==> config.mk <==
export PLATFORM = sky130hd
export DESIGN_NAME = period_match_timer8
export DESIGN_NICKNAME = d
export VERILOG_FILES = /design/src/period_match_timer8.v
export VERILOG_INCLUDE_DIRS = /design/src
export SDC_FILE = /design/constraint.sdc
export NUM_CORES = 1
export LEC_CHECK = 0
export BUFFER_PORTS_ARGS = -buffer_cell sky130_fd_sc_hd__buf_2
export CORE_ASPECT_RATIO = 1.5
export CORE_MARGIN = 3
export CORE_UTILIZATION = 40
export DETAILED_ROUTE_END_ITERATION = 7
export GPL_TIMING_DRIVEN = 1
export PLACE_DENSITY = 0.56
export SYNTH_ARGS = -nofsm -noshare
export SYNTH_HDL_FRONTEND = slang
export SYNTH_SLANG_ARGS = --single-unit
==> constraint.sdc <==
create_clock -name clock -period 3 [get_ports clock]
set_input_delay 0.3 -clock clock [delete_from_list [all_inputs] [get_ports clock]]
set_output_delay 0.3 -clock clock [all_outputs]
set_load 0.05 [all_outputs]
==> src/period_match_timer8_map.vh <==
// register offsets, field positions, reset values and timing constants of the three-timer block
`ifndef PERIOD_MATCH_TIMER8_MAP_VH
`define PERIOD_MATCH_TIMER8_MAP_VH

// address: [4:2] register within a timer, [1:0] timer instance
`define ADDR_W 5
`define OFS_COUNT_VALUE 3'h0
`define OFS_PERIOD_VALUE 3'h1
`define OFS_TIMER_CONTROL 3'h2
`define OFS_IRQ_STATUS 3'h3
`define OFS_MODULE_DISABLE 3'h4
`define OFS_CCP_TIMEBASE 3'h5
`define OFS_SERIAL_MODE 3'h6

`define NUM_TIMERS 3
`define NUM_CCP 5

// timer_control fields
`define CTL_PRESCALE_LSB 0
`define CTL_PRESCALE_MSB 1
`define CTL_RUN_BIT 2
`define CTL_POSTSCALE_LSB 3
`define CTL_POSTSCALE_MSB 6
`define CTL_WRITE_MASK 8'h7f

// irq status register fields: flag, enable, priority
`define IRQ_FLAG_BIT 0
`define IRQ_ENABLE_BIT 1
`define IRQ_PRIORITY_BIT 2

// reset values
`define RST_COUNT 8'h00
`define RST_PERIOD 8'hff
`define RST_CONTROL 8'h00

// prescale terminal counts and shift-clock mode code
`define PRE_DIV1_LAST 4'h0
`define PRE_DIV4_LAST 4'h3
`define PRE_DIV16_LAST 4'hf
`define SERIAL_MODE_TIMER_CLK 4'h3

`endif

==> src/period_match_timer8.v <==
// three 8-bit period-match timers with prescaler, postscaler and register port
//
// Summary of operation
// - three identical independent 8-bit timers, each with own registers.
// - timers clock from the instruction clock, fosc/4, after the prescaler.
// - count increments from zero on each prescaled tick while running.
// - prescale 00 divides by 1, 01 by 4, 1x by 16.
// - count compared with period on each prescaled tick; equality gives match pulse.
// - match clears count next cycle and steps postscaler once.
// - count and period registers readable at any time, writable while module disable is clear.
// - reset clears count and sets period to all ones.
// - count write, control write or reset clears prescaler and postscaler.
// - control write leaves the count unchanged.
// - postscaler terminal sets a latched flag held until software clears.
// - postscale field n gives one flag per n+1 matches.
// - interrupt request needs enable; priority bit picks high or low.
// - unscaled match offered to ccp modules via 2-bit select each.
// - first timer match serves as spi shift clock in mode 0011.
// - in sleep the timers do not count; registers keep their values but still accept writes.
// - module-disable bit holds the timer in reset, clock disconnected.
// - control bit 2 runs the timer when set, stops it when clear.
// - control bits 6-3 postscale, 1-0 prescale, bit 7 reads zero.
`timescale 1ns/100ps
`include "period_match_timer8_map.vh"

module period_match_timer8 (
    input wire clock,
    input wire rstn,
    input wire sleep_mode,
    input wire [`ADDR_W-1:0] reg_addr,
    input wire [7:0] reg_wdata,
    input wire reg_write,
    input wire reg_read,
    output reg [7:0] reg_rdata,
    output reg [2:0] match_pulse,
    output reg irq_high,
    output reg irq_low,
    output reg [4:0] ccp_timebase_tick,
    output reg [1:0] spi_shift_tick
);

    // sleep comes from the power controller, off this block's logic
    reg sleep_meta_reg;
    reg sleep_sync_reg;

    // instruction clock enable: one pulse per four system clocks
    reg [1:0] inst_div_reg;
    reg inst_tick_reg;

    reg [7:0] count_value_reg [0:2];
    reg [7:0] period_value_reg [0:2];
    reg [6:0] timer_control_reg [0:2];
    reg [3:0] prescale_cnt_reg [0:2];
    reg [3:0] postscale_cnt_reg [0:2];
    reg [2:0] match_irq_flag_reg;
    reg [2:0] match_irq_enable_reg;
    reg [2:0] match_irq_priority_reg;
    reg [2:0] timer_module_disable_reg;
    reg [9:0] ccp_timebase_select_reg;
    reg [7:0] serial_port_mode_reg;

    reg [2:0] match_now;
    reg [2:0] tick_now;
    reg [2:0] flag_set;
    integer i;

    function [3:0] prescale_last;
        input [1:0] sel;
        begin
            if (sel[1]) begin
                prescale_last = `PRE_DIV16_LAST;
            end else if (sel[0]) begin
                prescale_last = `PRE_DIV4_LAST;
            end else begin
                prescale_last = `PRE_DIV1_LAST;
            end
        end
    endfunction

    function sel_write;
        input [2:0] ofs;
        input [1:0] idx;
        input integer t;
        begin
            sel_write = reg_write && (reg_addr[4:2] == ofs) && (reg_addr[1:0] == t[1:0]);
        end
    endfunction

    always @(posedge clock) begin
        if (!rstn) begin
            sleep_meta_reg <= 1'b0;
            sleep_sync_reg <= 1'b0;
            inst_div_reg <= 2'h0;
            inst_tick_reg <= 1'b0;
        end else begin
            sleep_meta_reg <= sleep_mode;
            sleep_sync_reg <= sleep_meta_reg;
            inst_div_reg <= inst_div_reg + 2'h1;
            inst_tick_reg <= (inst_div_reg == 2'h3);
        end
    end

    // a tick is a prescaled instruction-clock edge; a match is only seen on a tick,
    // so one period spans exactly period+1 prescaled edges
    always @* begin
        for (i = 0; i < `NUM_TIMERS; i = i + 1) begin
            tick_now[i] = inst_tick_reg && !sleep_sync_reg
                && timer_control_reg[i][`CTL_RUN_BIT]
                && !timer_module_disable_reg[i]
                && (prescale_cnt_reg[i] ==
                    prescale_last(timer_control_reg[i][`CTL_PRESCALE_MSB:`CTL_PRESCALE_LSB]));
            match_now[i] = tick_now[i]
                && (count_value_reg[i] == period_value_reg[i]);
            flag_set[i] = match_now[i] && (postscale_cnt_reg[i] ==
                timer_control_reg[i][`CTL_POSTSCALE_MSB:`CTL_POSTSCALE_LSB]);
        end
    end

    // each process keeps its own loop index so no variable has two drivers
    always @(posedge clock) begin : timer_regs
        integer i;
        for (i = 0; i < `NUM_TIMERS; i = i + 1) begin
            if (!rstn || timer_module_disable_reg[i]) begin
                count_value_reg[i] <= `RST_COUNT;
                period_value_reg[i] <= `RST_PERIOD;
                timer_control_reg[i] <= 7'h00;
                prescale_cnt_reg[i] <= 4'h0;
                postscale_cnt_reg[i] <= 4'h0;
                match_irq_flag_reg[i] <= 1'b0;
            end else begin
                // prescaler: counts instruction ticks, cleared by count/control writes
                if (sel_write(`OFS_COUNT_VALUE, 2'h0, i)
                        || sel_write(`OFS_TIMER_CONTROL, 2'h0, i)) begin
                    prescale_cnt_reg[i] <= 4'h0;
                    postscale_cnt_reg[i] <= 4'h0;
                end else begin
                    if (tick_now[i]) begin
                        prescale_cnt_reg[i] <= 4'h0;
                    end else if (inst_tick_reg && !sleep_sync_reg
                            && timer_control_reg[i][`CTL_RUN_BIT]) begin
                        prescale_cnt_reg[i] <= prescale_cnt_reg[i] + 4'h1;
                    end
                    if (flag_set[i]) begin
                        postscale_cnt_reg[i] <= 4'h0;
                    end else if (match_now[i]) begin
                        postscale_cnt_reg[i] <= postscale_cnt_reg[i] + 4'h1;
                    end
                end
                // count: software write wins over the running increment
                if (sel_write(`OFS_COUNT_VALUE, 2'h0, i)) begin
                    count_value_reg[i] <= reg_wdata;
                end else if (match_now[i]) begin
                    count_value_reg[i] <= 8'h00;
                end else if (tick_now[i]) begin
                    count_value_reg[i] <= count_value_reg[i] + 8'h01;
                end
                if (sel_write(`OFS_PERIOD_VALUE, 2'h0, i)) begin
                    period_value_reg[i] <= reg_wdata;
                end
                if (sel_write(`OFS_TIMER_CONTROL, 2'h0, i)) begin
                    timer_control_reg[i] <= reg_wdata[6:0];
                end
                // a new event beats a software clear in the same cycle
                if (flag_set[i]) begin
                    match_irq_flag_reg[i] <= 1'b1;
                end else if (sel_write(`OFS_IRQ_STATUS, 2'h0, i)) begin
                    match_irq_flag_reg[i] <= reg_wdata[`IRQ_FLAG_BIT];
                end
            end
        end
    end

    // enable, priority, module disable, ccp and serial selects live outside the timer reset
    always @(posedge clock) begin : config_regs
        integer i;
        if (!rstn) begin
            match_irq_enable_reg <= 3'h0;
            match_irq_priority_reg <= 3'h0;
            timer_module_disable_reg <= 3'h0;
            ccp_timebase_select_reg <= 10'h000;
            serial_port_mode_reg <= 8'h00;
        end else if (reg_write) begin
            for (i = 0; i < `NUM_TIMERS; i = i + 1) begin
                if (sel_write(`OFS_IRQ_STATUS, 2'h0, i)) begin
                    match_irq_enable_reg[i] <= reg_wdata[`IRQ_ENABLE_BIT];
                    match_irq_priority_reg[i] <= reg_wdata[`IRQ_PRIORITY_BIT];
                end
            end
            case (reg_addr[4:2])
                `OFS_MODULE_DISABLE: begin
                    timer_module_disable_reg <= reg_wdata[2:0];
                end
                `OFS_CCP_TIMEBASE: begin
                    case (reg_addr[1:0])
                        2'h0: ccp_timebase_select_reg[7:0] <= reg_wdata;
                        2'h1: ccp_timebase_select_reg[9:8] <= reg_wdata[1:0];
                        default: ccp_timebase_select_reg <= ccp_timebase_select_reg;
                    endcase
                end
                `OFS_SERIAL_MODE: begin
                    serial_port_mode_reg <= reg_wdata;
                end
                default: begin
                    serial_port_mode_reg <= serial_port_mode_reg;
                end
            endcase
        end
    end

    // outputs, all registered: match, ccp and shift ticks one cycle after the internal match, interrupts one cycle after the flag
    always @(posedge clock) begin : output_regs
        integer i;
        if (!rstn) begin
            match_pulse <= 3'h0;
            irq_high <= 1'b0;
            irq_low <= 1'b0;
            ccp_timebase_tick <= 5'h00;
            spi_shift_tick <= 2'h0;
        end else begin
            match_pulse <= match_now;
            irq_high <= |(match_irq_flag_reg & match_irq_enable_reg
                & match_irq_priority_reg);
            irq_low <= |(match_irq_flag_reg & match_irq_enable_reg
                & ~match_irq_priority_reg);
            for (i = 0; i < `NUM_CCP; i = i + 1) begin
                // select 3 has no timer behind it and yields no tick
                case (ccp_timebase_select_reg[2*i +: 2])
                    2'h0: ccp_timebase_tick[i] <= match_now[0];
                    2'h1: ccp_timebase_tick[i] <= match_now[1];
                    2'h2: ccp_timebase_tick[i] <= match_now[2];
                    default: ccp_timebase_tick[i] <= 1'b0;
                endcase
            end
            spi_shift_tick[0] <= match_now[0]
                && (serial_port_mode_reg[3:0] == `SERIAL_MODE_TIMER_CLK);
            spi_shift_tick[1] <= match_now[0]
                && (serial_port_mode_reg[7:4] == `SERIAL_MODE_TIMER_CLK);
        end
    end

    // read data valid the cycle after the read strobe only
    always @(posedge clock) begin
        if (!rstn || !reg_read) begin
            reg_rdata <= 8'h00;
        end else begin
            case (reg_addr[4:2])
                `OFS_COUNT_VALUE: reg_rdata <= (reg_addr[1:0] == 2'h3) ? 8'h00
                    : count_value_reg[reg_addr[1:0]];
                `OFS_PERIOD_VALUE: reg_rdata <= (reg_addr[1:0] == 2'h3) ? 8'h00
                    : period_value_reg[reg_addr[1:0]];
                `OFS_TIMER_CONTROL: reg_rdata <= (reg_addr[1:0] == 2'h3) ? 8'h00
                    : {1'b0, timer_control_reg[reg_addr[1:0]]};
                `OFS_IRQ_STATUS: reg_rdata <= (reg_addr[1:0] == 2'h3) ? 8'h00
                    : {5'h00, match_irq_priority_reg[reg_addr[1:0]],
                       match_irq_enable_reg[reg_addr[1:0]],
                       match_irq_flag_reg[reg_addr[1:0]]};
                `OFS_MODULE_DISABLE: reg_rdata <= {5'h00, timer_module_disable_reg};
                `OFS_CCP_TIMEBASE: reg_rdata <= (reg_addr[1:0] == 2'h0)
                    ? ccp_timebase_select_reg[7:0]
                    : (reg_addr[1:0] == 2'h1) ? {6'h00, ccp_timebase_select_reg[9:8]} : 8'h00;
                `OFS_SERIAL_MODE: reg_rdata <= serial_port_mode_reg;
                default: reg_rdata <= 8'h00;
            endcase
        end
    end

endmodule

**Yosys cells after proc, flatten, opt, wreduce, memory -nomap -nowiden**

Memory sizes are Yosys's and may differ from the RTL's.
Index checks and enable logic that the tools add are counted.

- Flip-flop bits (word level): 55
- RAM bits: 93
- Word-level logic and storage cells: 353
- Memories: 5

- Add/sub/neg operators: 10
- Order comparisons: 1
- Eq/ne operators: 31
- Muxes and demuxes: 180
- Bitwise logic cells: 37
- Reductions and logical operators: 66

Memories:

| memory | depth | bits a word | rd ports | clocked after memory_dff | write ports | line | source |
|---|---|---|---|---|---|---|---|
| count_value_reg | 3 | 8 | 4 | 0 | 3 | period_match_timer8.v:50 | `reg [7:0] count_value_reg [0:2];` |
| period_value_reg | 3 | 8 | 4 | 0 | 3 | period_match_timer8.v:51 | `reg [7:0] period_value_reg [0:2];` |
| timer_control_reg | 3 | 7 | 4 | 0 | 3 | period_match_timer8.v:52 | `reg [6:0] timer_control_reg [0:2];` |
| postscale_cnt_reg | 3 | 4 | 3 | 0 | 3 | period_match_timer8.v:54 | `reg [3:0] postscale_cnt_reg [0:2];` |
| prescale_cnt_reg | 3 | 4 | 3 | 0 | 3 | period_match_timer8.v:53 | `reg [3:0] prescale_cnt_reg [0:2];` |

Operator list:

| operator | count |
|---|---|
| $mux W1 | 126 |
| $mux W8 | 15 |
| $mux W4 | 21 |
| $pmux W8 S7 | 1 |
| $logic_and A1 B1 Y1 | 34 |
| $or A1 B1 Y1 | 33 |
| $mux W7 | 4 |
| $add A4 B1 Y4 const B | 6 |
| $add A8 B1 Y8 const B | 3 |
| $eq A4 B4 Y1 | 6 |
| $eq A8 B8 Y1 | 3 |
| $eq A2 B2 Y1 const B | 8 |
| $pmux W1 S3 | 5 |
| $eq A2 B1 Y1 const B | 6 |
| $logic_not A2 Y1 | 6 |
| $reduce_and A2 Y1 | 5 |
| $and A3 B3 Y3 | 3 |
| $eq A3 B3 Y1 const B | 3 |
| $eq A4 B2 Y1 const B | 2 |
| $mux W2 | 4 |
| $logic_or A1 B1 Y1 | 7 |
| $bmux W1 S2 | 3 |
| $eq A3 B2 Y1 const B | 2 |
| $logic_not A1 Y1 | 6 |
| other kinds (9) | 13 |

**Logic depth before layout (Yosys ltp)**

- Depth in word-level cells: 13
- Mapped depth: 7
- Depth with buffers taken out: 6

**Worst setup path before layout**

OpenSTA, ideal clock, no wires.

- Path kind: register -> register
- Start: memory prescale_cnt_reg[0][1]
- End: memory count_value_reg[0][0], enable pin
- Data arrival time: 1.720 ns
- Setup slack: 0.894 ns
- Stages on the path, launching flop included: 5
- Clock period less this slack: 2.106 ns
- Cells stage by stage: edfxtp_1 > or3_1 > a21oi_1 > nor2_1 > o31ai_1

RTL lines:

| what | line |
|---|---|
| start: declaration | period_match_timer8.v:53 |
| end: declaration | period_match_timer8.v:50 |

==> results.toml <==
[run_status]
outcome = "finished, final reports clean"

[cts]
cts_resized = 0
cts_root_buf = "sky130_fd_sc_hd__clkbuf_16"
worst_setup_hold_path_clk_slew_ps = 70
tritoncts = "done"
count_of_hold_buffers_inserted_by_post_cts_repair = 0
cts_made_buffers = 17
post-cts-setup-buffers = 0
cts-htree-levels = 4
worstSkewPairLatency_ps = 430
cts.path.max_buffers = 2
cts_sinks = 148

[floorplanning]
initial_utilization = 0.4133
height_of_the_die_um = 176.6
placeable_core_area_mm2 = 0.01878
io-pin-count = 38
floorplan.rows = 61
die_width_um = 119.7
dieArea_mm2 = 0.02114

[hold_path]
hold_class = "in2reg"

[final_layout]
multi_input_combinational_cell_area_mm2 = 0.003660
design.final.nets = 838
layout-area-overhead-vs-synth_pct = 13.61
post_route_cells_drive_above_1_share = 0.1300
total_area_of_sequential_cells_mm2 = 0.003894
instances_no_fill = 1076
n_fill_cell = 1803
final_cell_mix = "93 x sky130_fd_sc_hd__nand2_1, 93 x sky130_fd_sc_hd__edfxtp_1, 58 x sky130_fd_sc_hd__nor2_1, 55 x sky130_fd_sc_hd__dfxtp_1, 43 x sky130_fd_sc_hd__a21oi_1"

[logic_synthesis]
yosys_register_bits = 148
synthCells = 772
async_reset_ff_frac = 0
synth.yosys.seq_area_share = 0.5018
post-synth-top-area-fraction = 0.3599
dominantRegCellSynth = "sky130_fd_sc_hd__edfxtp_1"
synth_cell_type_count = 55
syn_std_cell_area_mm2 = 0.007760
synth.top_cells.by_area = "sky130_fd_sc_hd__edfxtp_1 36%, sky130_fd_sc_hd__dfxtp_1 14%, sky130_fd_sc_hd__nand2_1 4.5%"
synth.avg_cell_area_um2 = 10.05
synthesis.yosys.warnings = 0
count_of_flip_flops_with_a_built_in_enable_after_synthesis = 93
synth.largest_area_cell = "sky130_fd_sc_hd__edfxtp_1"
synth_fp_nets = 800

[place]
dpl.hpwl_um = 16920
placement.io_buffers = 37
dp.cells = 1043
finalWeightedCongestion = 0.9644

[timing]
unrepaired_setup_endpoints_after_global_routing = "false"
max_frequency_mhz = 397.0
finalWorstPathRequiredPeriod_ps = 2519
slew-limit-headroom = 0.2045
clock_skew_ps = 10.78
setup-tns-final_ps = 0
timing.final.hold_violations = 0
report.final.setup_viol = 0
tightestPinTransition_ps = 1181
final-max-slew-violation-count = 0
fin_crit_sh = 0.8397

[setup_path]
arrival_ps = 2870
worst-endpoint-required_ps = 3350
cp-start-kind = "register"
cp_max_fo = 8
endpoint_kind_of_the_worst_setup_timing_path = "register"
type_of_the_setup_path_with_the_least_slack = "reg2reg"

[power]
power-per-cell-area_mw_per_mm2 = 536.3
power_uw = 4728
cellLeakagePower_uw = 0.003077
power.ir.vdd_worst_uv = 307.8

[detailed_routing]
drc_errors = 0
dr.pass1.iters = 6
detail_route.wl_per_cell_um = 21.04
postRouteAntennaNets = 0
first_iter_violations = 452
vias = 6043
via_per_inst = 5.616
postRouteWirelength_um = 22640

[grt]
grt_pass1_vias = 6024
global_route_wire_length_before_repair_um = 34710
all_layer_gr_usage = 0.2188
grt_max_degree = 31
initial_antenna_violation_count = 2
grt_remaining_overflow = 0

[job]
drv_cap = 0
==> per-stage QoR <==
stage / instance area, um2 / worst slack, ps / hold slack, ps / util
floorplan: 7760 / 893.8 / 399.2 / -
global placement: 8230 / 579.3 / 410.1 / 0.4384
detailed placement: 8230 / 501.2 / 412.5 / 0.4384
CTS: 8813 / 487.2 / 60.85 / 0.4694
global route: 8816 / 372.2 / 68.07 / 0.4695
finish: 8816 / 481.0 / 71.47 / 0.4695
==> synth_stat cells, types with 4 or more instances <==
| cell type | number |
|---|---|
| sky130_fd_sc_hd__edfxtp_1 | 93 |
| sky130_fd_sc_hd__nand2_1 | 93 |
| sky130_fd_sc_hd__nor2_1 | 58 |
| sky130_fd_sc_hd__dfxtp_1 | 55 |
| sky130_fd_sc_hd__a21oi_1 | 43 |
| sky130_fd_sc_hd__nand3_1 | 37 |
| sky130_fd_sc_hd__o21ai_0 | 37 |
| sky130_fd_sc_hd__xnor2_1 | 35 |
| sky130_fd_sc_hd__mux2i_1 | 33 |
| sky130_fd_sc_hd__or3_1 | 31 |
| sky130_fd_sc_hd__xor2_1 | 31 |
| sky130_fd_sc_hd__and2_1 | 27 |
| sky130_fd_sc_hd__clkbuf_1 | 21 |
| sky130_fd_sc_hd__inv_1 | 17 |
| sky130_fd_sc_hd__nand2b_1 | 15 |
| sky130_fd_sc_hd__ha_1 | 10 |
| sky130_fd_sc_hd__or2_2 | 10 |
| sky130_fd_sc_hd__buf_2 | 9 |
| sky130_fd_sc_hd__nor4_1 | 9 |
| sky130_fd_sc_hd__and3_1 | 8 |
| sky130_fd_sc_hd__nand3b_1 | 8 |
| sky130_fd_sc_hd__nor3_1 | 8 |
| sky130_fd_sc_hd__o211ai_1 | 8 |
| sky130_fd_sc_hd__mux4_2 | 7 |
| sky130_fd_sc_hd__a22oi_1 | 6 |
| sky130_fd_sc_hd__o221ai_1 | 6 |
| sky130_fd_sc_hd__nand4_1 | 5 |
| sky130_fd_sc_hd__nor2b_1 | 5 |
| sky130_fd_sc_hd__a22o_1 | 4 |
| sky130_fd_sc_hd__nor3b_1 | 4 |
| sky130_fd_sc_hd__o2111ai_1 | 4 |
==> final cells by class <==
cell class                      instances  share of cell area
Multi-Input combinational cell        574              0.4151
Timing Repair Buffer                   52             0.03378
Tap cell                              252             0.03576
Inverter                               17            0.007238
Clock inverter                         15             0.01788
Antenna cell                            1           0.0002838
Clock buffer                           17             0.04825
Sequential cell                       148              0.4417
==> cell families (layout without fill, tap and decap cells) <==
group / Yosys count / count (layout) / synth area share
simple gates: 327 / 327 / 0.2133
flops: 148 / 148 / 0.5018
compound gates: 130 / 130 / 0.1034
xor+xnor: 66 / 66 / 0.07449
buf+inv: 50 / 101 / 0.02660
mux: 41 / 41 / 0.06433
fa+ha+maj: 10 / 10 / 0.01612
other cells: 0 / 1 / 0
==> routing by layer <==
layer | vias up | part of all wire | GRT usage
li1 | 2859 | - | -
met1 | 2936 | 0.38 | 0.2421
met2 | 178 | 0.53 | 0.3965
met3 | 68 | 0.041 | 0.04295
met4 | 2 | 0.048 | 0.1108
met5 | - | 0.00031 | 0
==> critical path, cell delays in order, from the launching register on <==
cell and delay (ps):
sky130_fd_sc_hd__edfxtp_1 480, sky130_fd_sc_hd__xor2_1 180, sky130_fd_sc_hd__nor4_1 610, sky130_fd_sc_hd__o2111ai_1 600
sky130_fd_sc_hd__or3_1 490, sky130_fd_sc_hd__o221ai_1 80
==> path summary, 6_finish.rpt <==
| kind | start | to | slack (ps) | cells past startpoint |
|---|---|---|---|---|
| setup / recovery | count_value_reg[0][0] | ccp_timebase_tick[3] | 480 | 5 |
| hold reg to reg | inst_div_reg[0] | inst_div_reg[0] | 420 | 1 |
| setup reg to reg | count_value_reg[0][0] | ccp_timebase_tick[3] | 480 | 5 |
| hold / removal | sleep_mode | sleep_meta_reg | 70 | 2 |
==> report_power, final <==
part,total (uW),switching (uW),internal (uW),leakage (uW)
clock,2090,981,1110,0.000284
combinational,348,227,121,0.00146
sequential,2290,70.9,2220,0.00133
total,4730,1280,3450,0.00308
No activity file was read; power rests on OpenSTA's default activity.
